### config.mk
export PLATFORM = sky130hd
export DESIGN_NAME = diag_sense_ctrl
export DESIGN_NICKNAME = d
export VERILOG_FILES = /design/src/design/diag_sense_pkg.sv /design/src/design/sync_delay.sv /design/src/design/diag_sense_ctrl.sv
export SDC_FILE = /design/constraint.sdc
export NUM_CORES = 1
export LEC_CHECK = 0
export BUFFER_PORTS_ARGS = -buffer_cell sky130_fd_sc_hd__buf_4
export CORE_MARGIN = 2
export CORE_UTILIZATION = 52
export DETAILED_ROUTE_END_ITERATION = 7
export GPL_TIMING_DRIVEN = 0
export HOLD_SLACK_MARGIN = 0.05
export PLACE_DENSITY = 0.76
export SYNTH_ARGS = -nofsm -noshare
export SYNTH_HDL_FRONTEND = slang
export SYNTH_HIERARCHICAL = 1
export SYNTH_SLANG_ARGS = --single-unit
### constraint.sdc
create_clock -name CLK -period 3.8 [get_ports CLK]
set_input_delay 0.76 -clock CLK [delete_from_list [all_inputs] [get_ports CLK]]
set_output_delay 0.76 -clock CLK [all_outputs]
set_load 0.02 [all_outputs]
### src/design/diag_sense_pkg.sv
package diag_sense_pkg;

    // ****************************************
    // frame layout of the 16-bit command word
    // ****************************************
    localparam int          FRM_WR_BIT     = 15;
    localparam int          FRM_BANK_BIT   = 14;
    localparam int          FRM_ADDR_LSB   = 10;
    localparam int          DATA_W         = 10;
    localparam int          NUM_CH         = 4;

    // ****************************************
    // register addresses (bank bit set)
    // ****************************************
    localparam logic        REG_BANK       = 1'b1;
    localparam logic [3:0]  ADDR_IN_DRIVE  = 4'h1;
    localparam logic [3:0]  ADDR_DIAG_CTRL = 4'h3;
    localparam logic [1:0]  ADDR_CHAN_HI   = 2'h3;

    // ****************************************
    // field positions
    // ****************************************
    localparam int          MUX_LSB        = 0;
    localparam int          SRC_ON_BIT     = 3;
    localparam int          BYPASS_BIT     = 3;
    localparam int          AUTO_BIT       = 4;
    localparam int          COMPAT_BIT     = 0;
    localparam int          LEVEL_BIT      = 1;
    localparam int          SYDEL_LSB      = 2;
    localparam int          FRAME_LIMP_BIT = 14;
    localparam int          FRAME_BYP_BIT  = 13;

    // ****************************************
    // reset values
    // ****************************************
    localparam logic [2:0]  MUX_RST        = 3'h6;
    localparam logic        SRC_ON_RST     = 1'b0;
    localparam logic        AUTO_RST       = 1'b0;
    localparam logic        COMPAT_RST     = 1'b0;
    localparam logic        LEVEL_RST      = 1'b0;
    localparam logic [1:0]  SYDEL_RST      = 2'h0;

    // ****************************************
    // sync delay: step of 8 reference periods, 24 at most
    // ****************************************
    localparam int          SYNC_STEP      = 8;
    localparam int          SYNC_TAPS      = 3 * SYNC_STEP;

    typedef enum logic [2:0] {
        ROUTE_CH0  = 3'b000,
        ROUTE_CH1  = 3'b001,
        ROUTE_CH2  = 3'b010,
        ROUTE_CH3  = 3'b011,
        ROUTE_EXT0 = 3'b100,
        ROUTE_EXT1 = 3'b101,
        ROUTE_HIZ  = 3'b110,
        ROUTE_STBY = 3'b111
    } route_t;

    typedef struct packed {
        logic [SYNC_TAPS-1:0] line;
        logic                 out;
    } sync_state_t;

    typedef struct packed {
        route_t                 sense_route_select;
        logic                   src_on;
        logic                   auto_sw;
        logic                   compat;
        logic                   level;
        logic [NUM_CH-1:0][1:0] sydel;
        logic [DATA_W-1:0]      rd_data;
        logic                   rd_valid;
        logic [15:0]            diag;
        logic                   sense_drive;
        logic [1:0]             sense_chan;
        logic                   standby;
        logic                   ext_drv_diag_en0;
        logic                   ext_drv_diag_en1;
    } main_state_t;

endpackage

### src/design/sync_delay.sv
`timescale 1ns/100ps
module sync_delay
    import diag_sense_pkg::*;
(
    input  wire logic       clk,
    input  wire logic       rst_n,
    input  wire logic       step_en,
    input  wire logic       sync_in,
    input  wire logic [1:0] sel,
    output logic            sync_out
);

    sync_state_t r;
    sync_state_t n;

    // delay line advances once per reference period, tap chosen by sel
    always_comb begin
        n = r;
        if (step_en) begin
            n.line = {r.line[SYNC_TAPS-2:0], sync_in};
        end
        case (sel)
            2'h0:    n.out = sync_in;
            2'h1:    n.out = r.line[SYNC_STEP-1];
            2'h2:    n.out = r.line[2*SYNC_STEP-1];
            2'h3:    n.out = r.line[3*SYNC_STEP-1];
            default: n.out = 1'b0;
        endcase
    end

    // state register
    always_ff @(posedge clk or negedge rst_n) begin
        if (!rst_n) begin
            r <= '0;
        end else begin
            r <= n;
        end
    end

    assign sync_out = r.out;
endmodule

### src/design/diag_sense_ctrl.sv
`timescale 1ns/100ps
module diag_sense_ctrl
    import diag_sense_pkg::*;
(
    input  wire logic              CLK,
    input  wire logic              NRST,
    input  wire logic              FRAME_VALID,
    input  wire logic [15:0]       FRAME_WORD,
    input  wire logic [NUM_CH-1:0] CHAN_ON,
    input  wire logic              BYPASS_HIGH,
    input  wire logic [NUM_CH-1:0] CHAN_FAULT,
    input  wire logic              LIMP_HOME,
    input  wire logic              AUTO_PWM_RUN,
    input  wire logic [1:0]        AUTO_ROUTE_SEL,
    input  wire logic              PWM_CLK_EN,
    input  wire logic [NUM_CH-1:0] SYNC_IN,
    output logic [DATA_W-1:0]      RD_DATA,
    output logic                   RD_VALID,
    output logic [15:0]            DIAG_FRAME,
    output logic                   SENSE_DRIVE,
    output logic [1:0]             SENSE_CHAN,
    output logic                   SENSE_STANDBY,
    output logic                   EXT_DRV_DIAG_EN0,
    output logic                   EXT_DRV_DIAG_EN1,
    output logic                   OPEN_LOAD_SOURCE_ON,
    output logic                   SOURCE_LEVEL_HIGH,
    output logic [NUM_CH-1:0]      SYNC_OUT
);

    // ****************************************
    // reset release
    // ****************************************
    logic [1:0] rst_pipe;
    logic       rst_n;

    // assert at once, release two clocks after NRST rises
    always_ff @(posedge CLK or negedge NRST) begin
        if (!NRST) begin
            rst_pipe <= 2'h0;
        end else begin
            rst_pipe <= {rst_pipe[0], 1'b1};
        end
    end

    assign rst_n = rst_pipe[1];

    // ****************************************
    // frame decode
    // ****************************************
    logic              is_wr;
    logic              our_bank;
    logic [3:0]        addr;
    logic [DATA_W-1:0] wdata;
    logic              hit_dcr;
    logic              hit_input_drive_source_config;
    logic              hit_chan;
    logic              auto_act;
    logic [2:0]        eff_sel;
    main_state_t       r;
    main_state_t       n;

    // field split of the incoming command word
    assign is_wr    = FRAME_WORD[FRM_WR_BIT];
    assign our_bank = (FRAME_WORD[FRM_BANK_BIT] == REG_BANK);
    assign addr     = FRAME_WORD[FRM_ADDR_LSB +: 4];
    assign wdata    = FRAME_WORD[DATA_W-1:0];
    assign hit_dcr  = FRAME_VALID && our_bank && (addr == ADDR_DIAG_CTRL);
    assign hit_input_drive_source_config = FRAME_VALID && our_bank && (addr == ADDR_IN_DRIVE);
    assign hit_chan = FRAME_VALID && our_bank && (addr[3:2] == ADDR_CHAN_HI);

    // the PWM generator only takes over the sense channel codes
    assign auto_act = r.auto_sw && AUTO_PWM_RUN && !r.sense_route_select[2];
    assign eff_sel  = auto_act ? {1'b0, AUTO_ROUTE_SEL} : r.sense_route_select;

    // ****************************************
    // state
    // ****************************************

    // register writes, read answers and pin decode
    always_comb begin
        n          = r;
        n.rd_valid = 1'b0;

        // writes: only the defined fields are stored
        if (is_wr) begin
            if (hit_dcr) begin
                n.sense_route_select     = route_t'(wdata[MUX_LSB +: 3]);
                n.src_on  = wdata[SRC_ON_BIT];
                n.auto_sw = wdata[AUTO_BIT];
            end
            if (hit_input_drive_source_config) begin
                n.compat  = wdata[COMPAT_BIT];
                n.level   = wdata[LEVEL_BIT];
            end
            if (hit_chan) begin
                n.sydel[addr[1:0]] = wdata[SYDEL_LSB +: 2];
            end
        end

        // reads: answer in the next cycle, unknown addresses give zero
        if (FRAME_VALID && !is_wr) begin
            n.rd_valid = 1'b1;
            n.rd_data  = '0;
            if (hit_dcr) begin
                n.rd_data[MUX_LSB +: 3] = r.sense_route_select;
                n.rd_data[BYPASS_BIT]   = BYPASS_HIGH;
                n.rd_data[AUTO_BIT]     = r.auto_sw;
            end
            if (hit_input_drive_source_config) begin
                n.rd_data[COMPAT_BIT] = r.compat;
                n.rd_data[LEVEL_BIT]  = r.level;
            end
            if (hit_chan) begin
                n.rd_data[SYDEL_LSB +: 2] = r.sydel[addr[1:0]];
            end
        end

        // diagnosis frame is refreshed every cycle
        n.diag                 = '0;
        n.diag[NUM_CH-1:0]     = CHAN_FAULT;
        n.diag[FRAME_LIMP_BIT] = LIMP_HOME;
        n.diag[FRAME_BYP_BIT]  = BYPASS_HIGH;

        // sense pin and external enables follow the effective code
        n.sense_drive = 1'b0;
        n.sense_chan  = r.sense_chan;
        n.standby     = 1'b0;
        n.ext_drv_diag_en0        = 1'b0;
        n.ext_drv_diag_en1        = 1'b0;
        case (route_t'(eff_sel))
            ROUTE_CH0, ROUTE_CH1, ROUTE_CH2, ROUTE_CH3: begin
                // an off channel leaves the pin undriven
                n.sense_drive = CHAN_ON[eff_sel[1:0]];
                n.sense_chan  = eff_sel[1:0];
            end
            ROUTE_EXT0: begin
                n.ext_drv_diag_en0 = 1'b1;
            end
            ROUTE_EXT1: begin
                n.ext_drv_diag_en0 = r.compat;
                n.ext_drv_diag_en1 = 1'b1;
            end
            ROUTE_HIZ: begin
                n.sense_drive = 1'b0;
            end
            ROUTE_STBY: begin
                n.standby = 1'b1;
            end
            default: begin
                n.sense_drive = 1'b0;
            end
        endcase
    end

    // state register, reset values from the package
    always_ff @(posedge CLK or negedge rst_n) begin
        if (!rst_n) begin
            r         <= '0;
            r.sense_route_select     <= route_t'(MUX_RST);
            r.src_on  <= SRC_ON_RST;
            r.auto_sw <= AUTO_RST;
            r.compat  <= COMPAT_RST;
            r.level   <= LEVEL_RST;
            r.sydel   <= {NUM_CH{SYDEL_RST}};
        end else begin
            r <= n;
        end
    end

    // ****************************************
    // per-channel sync delay
    // ****************************************
    for (genvar g = 0; g < NUM_CH; g++) begin : g_sync
        sync_delay u_dly (
            .clk      (CLK),
            .rst_n    (rst_n),
            .step_en  (PWM_CLK_EN),
            .sync_in  (SYNC_IN[g]),
            .sel      (r.sydel[g]),
            .sync_out (SYNC_OUT[g])
        );
    end

    // ****************************************
    // outputs, all from flops
    // ****************************************
    assign RD_DATA             = r.rd_data;
    assign RD_VALID            = r.rd_valid;
    assign DIAG_FRAME          = r.diag;
    assign SENSE_DRIVE         = r.sense_drive;
    assign SENSE_CHAN          = r.sense_chan;
    assign SENSE_STANDBY       = r.standby;
    assign EXT_DRV_DIAG_EN0    = r.ext_drv_diag_en0;
    assign EXT_DRV_DIAG_EN1    = r.ext_drv_diag_en1;
    assign OPEN_LOAD_SOURCE_ON = r.src_on;
    assign SOURCE_LEVEL_HIGH   = r.level;
endmodule

== Word-level counts from Yosys, hierarchy flattened ==
Index checks and enable logic that the tools add are counted.
Operators by class
  order comparisons: 3
  eq/ne operators: 21
  mux-type cells: 20
  reductions and logical operators: 19
Operators by type and width (number)
  2-bit == test (second input constant): 9
  1-bit one-hot mux with 4 select lines: 4
  3-bit == test (second input constant): 3
  8-bit bitwise mux: 1
  2-bit by 1-bit == test with 1-bit output (second input constant): 4
  1-bit logical AND: 8
  2-bit zero test: 4
  2-bit 2-to-1 mux: 4
  3-bit by 2-bit == test with 1-bit output (second input constant): 2
  2-bit by 3-bit less-than comparator with 1-bit output (second input constant): 2
  2-bit AND reduction: 3
  1-bit 2-to-1 mux: 5
  5-bit 2-to-1 mux: 1
  2-bit binary-select mux with 2-bit select: 1
  2-bit demux with 2-bit select: 1
  4-bit by 1-bit == test with 1-bit output (second input constant): 1
  4-bit by 2-bit == test with 1-bit output (second input constant): 1
  4-bit OR reduction: 1
  3-bit by 1-bit == test with 1-bit output (second input constant): 1
  3-bit zero test: 1
  3-bit 2-to-1 mux: 1
  1-bit binary-select mux with 2-bit select: 1
  2-bit by 1-bit greater-or-equal comparator with 1-bit output (second input constant): 1
  1-bit zero test: 2
  1-bit one-hot mux with 2 select lines: 1
Storage, ports and cells
  register bits: 135
  bits of input ports: 37
  output and inout port bits: 39
  word-level logic and storage cells: 89

== Longest topological paths before layout ==
Gate-level depths: netlist of the first run.
  depth after elaboration: 6
  gate-level depth with buffers: 4
  gate-level depth less buffers: 3

== Hierarchy ==
The synthesis of the first run kept the hierarchy.
Modules (own cells, without submodules)
  sync_delay: instances 4, cells each 53, area each 1044.8 um2, sequential area each 625.6 um2
  diag_sense_ctrl: instances 1, cells each 135, area each 1687.9 um2, sequential area each 878.3 um2

== Worst setup path before layout of the first run ==
No wires, ideal clock.
  kind: input -> register
  start point: input FRAME_WORD[12]
  end point: register r, in the netlist SOURCE_LEVEL_HIGH
  arrival: 1.645 ns
  required time: 3.675 ns
  slack: 2.030 ns
  cell stages on the path: 4
  path buffers: 1
  cells stage by stage: and4bb_1 buf_6 and3_1 mux2_2
On the way
  cells in the longest elaborated chain, start to end: 3
Ends and longest elaborated chain
  start: declaration: RTL line diag_sense_ctrl.sv:8  | input wire logic [15:0] FRAME_WORD,
  4-bit by 1-bit == test with 1-bit output: RTL line diag_sense_ctrl.sv:68  | assign hit_input_drive_source_config = FRAME_VALID && our_bank && (addr == ADDR_IN_DRIVE);
  1-bit logical AND: RTL line diag_sense_ctrl.sv:68
  2-bit AND reduction (no line)
  end signal: assignment: RTL line diag_sense_ctrl.sv:166  | r <= n;
  end: declaration: RTL line diag_sense_ctrl.sv:59  | main_state_t r;
No other way between the ends.
A chain may end at the register's enable or synchronous reset.

== Worst setup path in the final report of the first run ==
  start point: register r, in the netlist SENSE_CHAN[0]
  end point: output SENSE_CHAN[0]
RTL lines
  end: declaration: RTL line diag_sense_ctrl.sv:21  | output logic [1:0] SENSE_CHAN,
No word-level cell between the ends.

==> results of run 1 <==
registers in the layout (all words and copies together), names as in the netlist:
| register | cells |
|---|---|
| g_sync.u_dly/r | 96 |
| r | 13 |
| DIAG_FRAME | 6 |
| RD_DATA | 5 |
| g_sync.u_dly/sync_out | 4 |
| SENSE_CHAN | 2 |
| rst_pipe | 2 |
| EXT_DRV_DIAG_EN0 | 1 |
| EXT_DRV_DIAG_EN1 | 1 |
| OPEN_LOAD_SOURCE_ON | 1 |
| RD_VALID | 1 |
| SENSE_DRIVE | 1 |
| SENSE_STANDBY | 1 |
| SOURCE_LEVEL_HIGH | 1 |
cells in the mapped netlist, drive strengths merged, types with 2 or more instances:
cell      n
and3      2
mux2i     2
mux4      8
conb      2
mux2    111
nor2b     3
dfstp     2
buf      45
nand3     5
dfrtp   133
o21ai     2
nor2      5
nand2     8
and4bb    2
nand4     6
a31oi     4
final cells by class:
cell class | count | area, um^2 | share of cell area
buffer | 46 | 459 | 0.0643
sequential | 135 | 3380 | 0.474
inverter | 1 | 3.75 | 0.000526
timing repair buffer | 56 | 460 | 0.0645
clock buffer | 18 | 429 | 0.0601
multi-input combinational | 179 | 2080 | 0.291
tap | 140 | 175 | 0.0245
clock inverter | 14 | 154 | 0.0215
cells by family after synthesis:
kind of cell / synth area share
AND/OR/NAND/NOR: 0.0354
AO/OA/AOI/OAI: 0.00789
other: 0.00128
multiplexers: 0.300
flip-flops: 0.576
buffers and inverters: 0.0789
worst reg2reg max path: stages (launching register included):
cell,delay (ps)
dfrtp_1,460
mux4_2,520
nand2_1,80
a21oi_1,70
routing by layer:
metal  global-route usage  wire (um)  vias to the layer above  share of wire
li1                     -          -                     1365              -
met1                0.223       4250                     1463           0.46
met2                0.257       4460                       61           0.48
met3               0.0547        517                        6          0.056
met4               0.0563         51                        0         0.0055
met5                    0          0                        -              0
power breakdown:
group / internal (W) / switching, W
sequential: 0.00193 / 0.000301
clock: 0.000970 / 0.000610
combinational: 0.000708 / 0.000295
total: 0.00360 / 0.00121
path summary, 6_finish.rpt:
check / startpoint / endpoint / slack, ps
worst max-delay path: SENSE_CHAN[0] / SENSE_CHAN[0] / 1960
worst min-delay path: NRST / rst_pipe[1] / 130
worst max register to register: r[45] / SENSE_DRIVE / 2540
worst min register to register: rst_pipe[1] / g_sync[0].u_dly/r[12] / 170
max in group asynchronous: rst_pipe[1] / g_sync[2].u_dly/r[9] / 2760
min in group CLK: rst_pipe[0] / rst_pipe[1] / 350
stage by stage:
step                       util  hold WS, ps  cell area (um^2)  power, W  cells
after floorplan               -          331              5920   0.00297    361
after global placement    0.595          337              6500   0.00317    555
after detailed placement  0.600          174              6560   0.00324    557
after CTS                 0.653          111              7140   0.00486    589
after global routing      0.653          105              7140   0.00505    589
final                     0.653          128              7140   0.00481    589
==> results by group, run 1 <==
Floorplan
  – Core area: between 10000 and 15000 um^2
  – Chip Height: approximately 110 um
  – Die width: approximately 110 um
  – Die area: about 12000 um^2
  – Starting Density: 0.536
  – Top Ports: 76
  – Std-Cell Rows: 38

Critical path
  – Slowest CP cell: dfrtp_1
  – Top delay family on crit path: flip-flops
  – Setup crit start kind: register
  – Critical path type: reg -> out
  – Crit path depth: 2
  – Critical Path RT: between 3000 and 4000 ps
  – Crit Path Max Fanout: 2
  – Worst path most repeated cell: buf_4
  – R2R cell count: 3
  – WP buf/inv: 2
  – Worst Setup End Kind: output port
  – Critical Path AT: roughly 1100 ps
  – Crit path largest cell delay: 390 ps
  – Worst path cell trace: buf_4, buf_4

Timing
  – Min cycle time layout: between 1500 and 2000 ps
  – Setup Skew: approximately 6.6 ps
  – Final Hold Fails: 0
  – Final setup vio count: 0
  – Fin worst setup slack: 1960 ps
  – Unrepaired setup endpoints after global routing: false
  – Fin. max-slew vios: 0
  – Peak Freq: 0.545 GHz
  – Setup TNS: 0 ps
  – Fin crit share: 0.483

CTS
  – CTS root buf: clkbuf_16
  – Maximum clock path buffer count: 2
  – H-tree lvl count: 4
  – Post_cts resized: 0
  – Setup repair bufs after CTS: 0
  – Hold-fix buffers, CTS: 0
  – CTS buffer count: 17
  – CTS tree: done
  – Clock Sink Count: 135
  – Clock transition at the registers of the reported paths: 60 ps
  – Clk_lat worst skew: about 400 ps

Synthesis
  – EDFF count, synth: 0
  – Top cell type by total area after synthesis: dfrtp_1
  – Synth warn: 6
  – Top-area cell type share of the netlist area: 0.567
  – Synth area leaders: dfrtp_1, mux2_4, mux2_2, buf_4, buf_12
  – Post-Syn Area: 5870 um^2
  – FF+latch count, synth: ~140
  – Seq/Total Area, Yosys: 0.576
  – Syn Inst Count: approximately 350
  – Yosys cell types: 30
  – Ys async rst share: 1.00
  – Synth Flop Type: dfrtp_1
  – Avg Cell Area, Syn: roughly 17 um^2

Route
  – DRC: 0
  – WL/cell: 15.8 um
  – Vias post-DR: just under 3000
  – Final wirelength: roughly 9000 um
  – Drt via density: 4.92
  – 1st-iter DRT viols: between 150 and 200
  – Pre-antenna DRT Iters: 4
  – Post-route ant nets: 0

Finish
  – Diode count: 0
  – Most frequent cells in the layout: dfrtp_1, buf_4, mux2_4
  – Most common cell after layout, fill and taps aside: dfrtp_1
  – Net count, final: around 470
  – Area grow syn2layout: 21.7%
  – # fillers: around 740
  – Share of cells above drive strength 1: 0.566

Global route
  – Congestion Overflow GR: 0
  – Antenna violations before repair: 0
  – Vias in the first global route: between 3000 and 4000
  – Largest net degree at the start of global routing: 71
  – First-pass GRT wire length: ~15000 um
  – Gr usage total: 0.166

Flow run
  – Max-cap viol count: 0

Pwr
  – Maximum VDD drop: 0.383 mV
  – PwrDens: 673 nW/um^2
  – Pleak: between 3 and 4 nW

Place
  – Hpwl dp: around 6000 um
  – Place WS: 1840 ps
  – Gpl congestion: around 0.7
  – IO Port Bufs: 54

Outcome
  – Status: finished, final reports clean

Worst hold path
  – HP Class: in -> async
Power figures use the tool's default switching activity.
==> run 2, diff against run 1 <==
ABC_AREA = 1   (was unset)
CORE_UTILIZATION = 57   (was 52)
PLACE_DENSITY = 0.79   (was 0.76)
clock period = 1.8 ns   (was 3.8 ns; I/O delays follow)
==> run 2 against run 1 <==
Compared with the run above: combinational power rose by 20%; die area fell by 9.1%; final cell count rose by 41%; global-route usage rose by 6.6 points.
==> results by group, run 2 <==
Outcome
  – Status: finished, final reports clean

Route
  – Post-route ant nets: 0
  – Drt via density: slightly below 5
  – Final wirelength: between 10000 and 15000 um
  – DRC: 0
  – Pre-antenna DRT Iters: 5
  – WL/cell: 13.9 um
  – Vias post-DR: 4124
  – 1st-iter DRT viols: a little over 200

Synthesis
  – Top cell type by total area after synthesis: dfrtp_1
  – Synth warn: 6
  – Top-area cell type share of the netlist area: 0.571
  – Synth area leaders: dfrtp_1, nand2_1, o21ai_2, buf_4, inv_1
  – Syn Inst Count: between 500 and 600
  – Seq/Total Area, Yosys: 0.580
  – Yosys cell types: 28
  – Post-Syn Area: 5830 um^2
  – Synth Flop Type: dfrtp_1
  – EDFF count, synth: 0
  – FF+latch count, synth: 135
  – Avg Cell Area, Syn: between 9 and 10 um^2
  – Cell with the most instances after synthesis: dfrtp_1
  – Commonest cells post-synth: dfrtp_1, nand2_1, inv_1, nor2_1, buf_4
  – Ys async rst share: 1.00

Floorplan
  – Chip Height: ~110 um
  – Core area: between 9000 and 10000 um^2
  – Starting Density: 0.591
  – Die area: about 11000 um^2
  – Die width: 105 um
  – Std-Cell Rows: 36
  – Top Ports: 76

Flow run
  – Max-cap viol count: 0

Timing
  – Final setup vio count: 0
  – Setup Skew: around 4.3 ps
  – Final Hold Fails: 0
  – Unrepaired setup endpoints after global routing: false
  – Peak Freq: between 0.6 and 0.7 GHz
  – Slew HR: 0.385
  – Fin Hold WS: between 70 and 80 ps
  – Fin crit share: 0.862
  – Min cycle time layout: between 1500 and 2000 ps
  – Fin. max-slew vios: 0
  – Setup TNS: 0 ps
  – Slew @ Worst Pin: 923 ps

Critical path
  – Crit path largest cell delay: between 300 and 400 ps
  – Setup slack, reg-to-reg: between 400 and 500 ps
  – Worst Setup SP: RD_DATA[2]
  – Critical path type: reg -> out
  – Worst path cell trace: buf_4, buf_4
  – Worst Setup End Kind: output port
  – Critical Path RT: 1440 ps
  – R2R Path End: SENSE_DRIVE
  – Setup crit start kind: register
  – Critical Path AT: ~1200 ps
  – Slowest CP cell: dfrtp_1
  – R2R cell count: 7
  – Top delay family on crit path: flip-flops
  – R2r startpoint: r[47]
  – Crit Path Max Fanout: 2
  – WP buf/inv: 2
  – Worst path most repeated cell: buf_4

Place
  – IO Port Bufs: 54
  – Hpwl dp: around 7300 um
  – Post-DP Area: between 6000 and 7000 um^2
  – Gpl congestion: between 0.8 and 0.9

Global route
  – Antenna violations before repair: 0
  – Vias in the first global route: ~4300
  – Largest net degree at the start of global routing: roughly 70
  – First-pass GRT wire length: 20200 um
  – Gr usage total: 0.232
  – Congestion Overflow GR: 0

Pwr
  – Power, Total: 0.00829 W
  – Pleak: approximately 3.5 nW
  – PwrDens: between 1000 and 1500 nW/um^2
  – Maximum VDD drop: slightly above 1 mV

CTS
  – Post_cts resized: 0
  – Clk_lat worst skew: approximately 520 ps
  – CTS buffer count: 17
  – Clock transition at the registers of the reported paths: around 60 ps
  – CTS root buf: clkbuf_8
  – H-tree lvl count: 4
  – Clock Sink Count: 135
  – CTS tree: done
  – Maximum clock path buffer count: 2

Finish
  – Net count, final: 723
  – Final Instance Area: 7130 um^2
  – Most common cell after layout, fill and taps aside: dfrtp_1
  – Largest Register: g_sync.u_dly/r
  – Post-route core utilization: 0.723
  – Max reg flops: 96
  – # fillers: between 700 and 800
  – Share of cells above drive strength 1: 0.301
  – Diode count: 0
  – Most frequent cells in the layout: dfrtp_1, nand2_1, buf_4
  – Area grow syn2layout: 22.4%

Worst hold path
  – Hold Path Origin: FRAME_WORD[1]
  – Hold path cells: 3
  – Worst Hold Path EP: r[46]
  – HP Class: in -> reg
[run 2: changes by cell type in the layout (fill, tap and decap cells not counted), sizes merged, moves of 4 or more]
| cell | previous run | this run |
|---|---|---|
| a21oi | 1 | 51 |
| dlygate4sd3 | 0 | 7 |
| inv | 2 | 76 |
| mux2 | 111 | 0 |
| mux4 | 8 | 0 |
| nand2 | 8 | 118 |
| nand3 | 5 | 19 |
| nand4 | 6 | 2 |
| nor2 | 5 | 62 |
| o21ai | 2 | 69 |
[run 2: worst min-delay path: cells and delay by family]
| kind | cells | cell delay [ps] |
|---|---|---|
| buffers and inverters | 2 | 160 |
| AO/OA/AOI/OAI | 1 | 70 |
[run 2: cell families after synthesis]
kind of cell           count (synthesis)  synth area share
AOI/OAI and AO/OA                    123             0.138
buffers and inverters                126             0.127
DFF                                  135             0.580
other                                  2           0.00129
and+or+nand+nor                      205             0.154
[run 2: what timing repair did]
| action | in CTS | in global routing |
|---|---|---|
| setup endpoints to repair | 0 | 0 |
| hold endpoints to repair | 8 | 0 |
| buffers inserted | 0 | 0 |
| hold buffers | 7 | 0 |
[run 2: how the worst max path moves through the flow]
stage,to,depth (start not counted)
floorplan,DIAG_FRAME[0],0
global placement,DIAG_FRAME[1],0
detailed placement,r[47],1
CTS,RD_DATA[2],2
global route,RD_DATA[3],2
finish,RD_DATA[2],2
[run 2: layout make-up]
type / count / area, um^2 / area share
tap: 133 / 166 / 0.0233
inverter: 77 / 290 / 0.0407
clock buffer: 22 / 453 / 0.0635
multi-input combinational: 344 / 1760 / 0.247
buffer: 49 / 448 / 0.0628
timing repair buffer: 62 / 503 / 0.0705
clock inverter: 9 / 125 / 0.0175
sequential: 135 / 3380 / 0.475
[run 2: layer usage]
| layer | GRT usage | vias to the layer above | part of all wire |
|---|---|---|---|
| met5 | 0 | - | 0 |
| met4 | 0.0743 | 0 | 0.013 |
| met3 | 0.0649 | 17 | 0.048 |
| met2 | 0.410 | 109 | 0.53 |
| met1 | 0.275 | 1993 | 0.41 |
| li1 | - | 2005 | - |
[run 2: per-stage QoR]
step                setup slack (ps)  cells
floorplan                        374    605
global placement               -32.5    792
detailed placement               438    793
CTS                              221    831
global route                     196    831
finish                           248    831
[run 2: power by group]
group          internal (W)  switching, W  leakage [nW]
sequential          0.00345      0.000243          1.60
combinational      0.000507      0.000697          1.66
clock               0.00216       0.00122         0.281
total               0.00613       0.00216          3.54
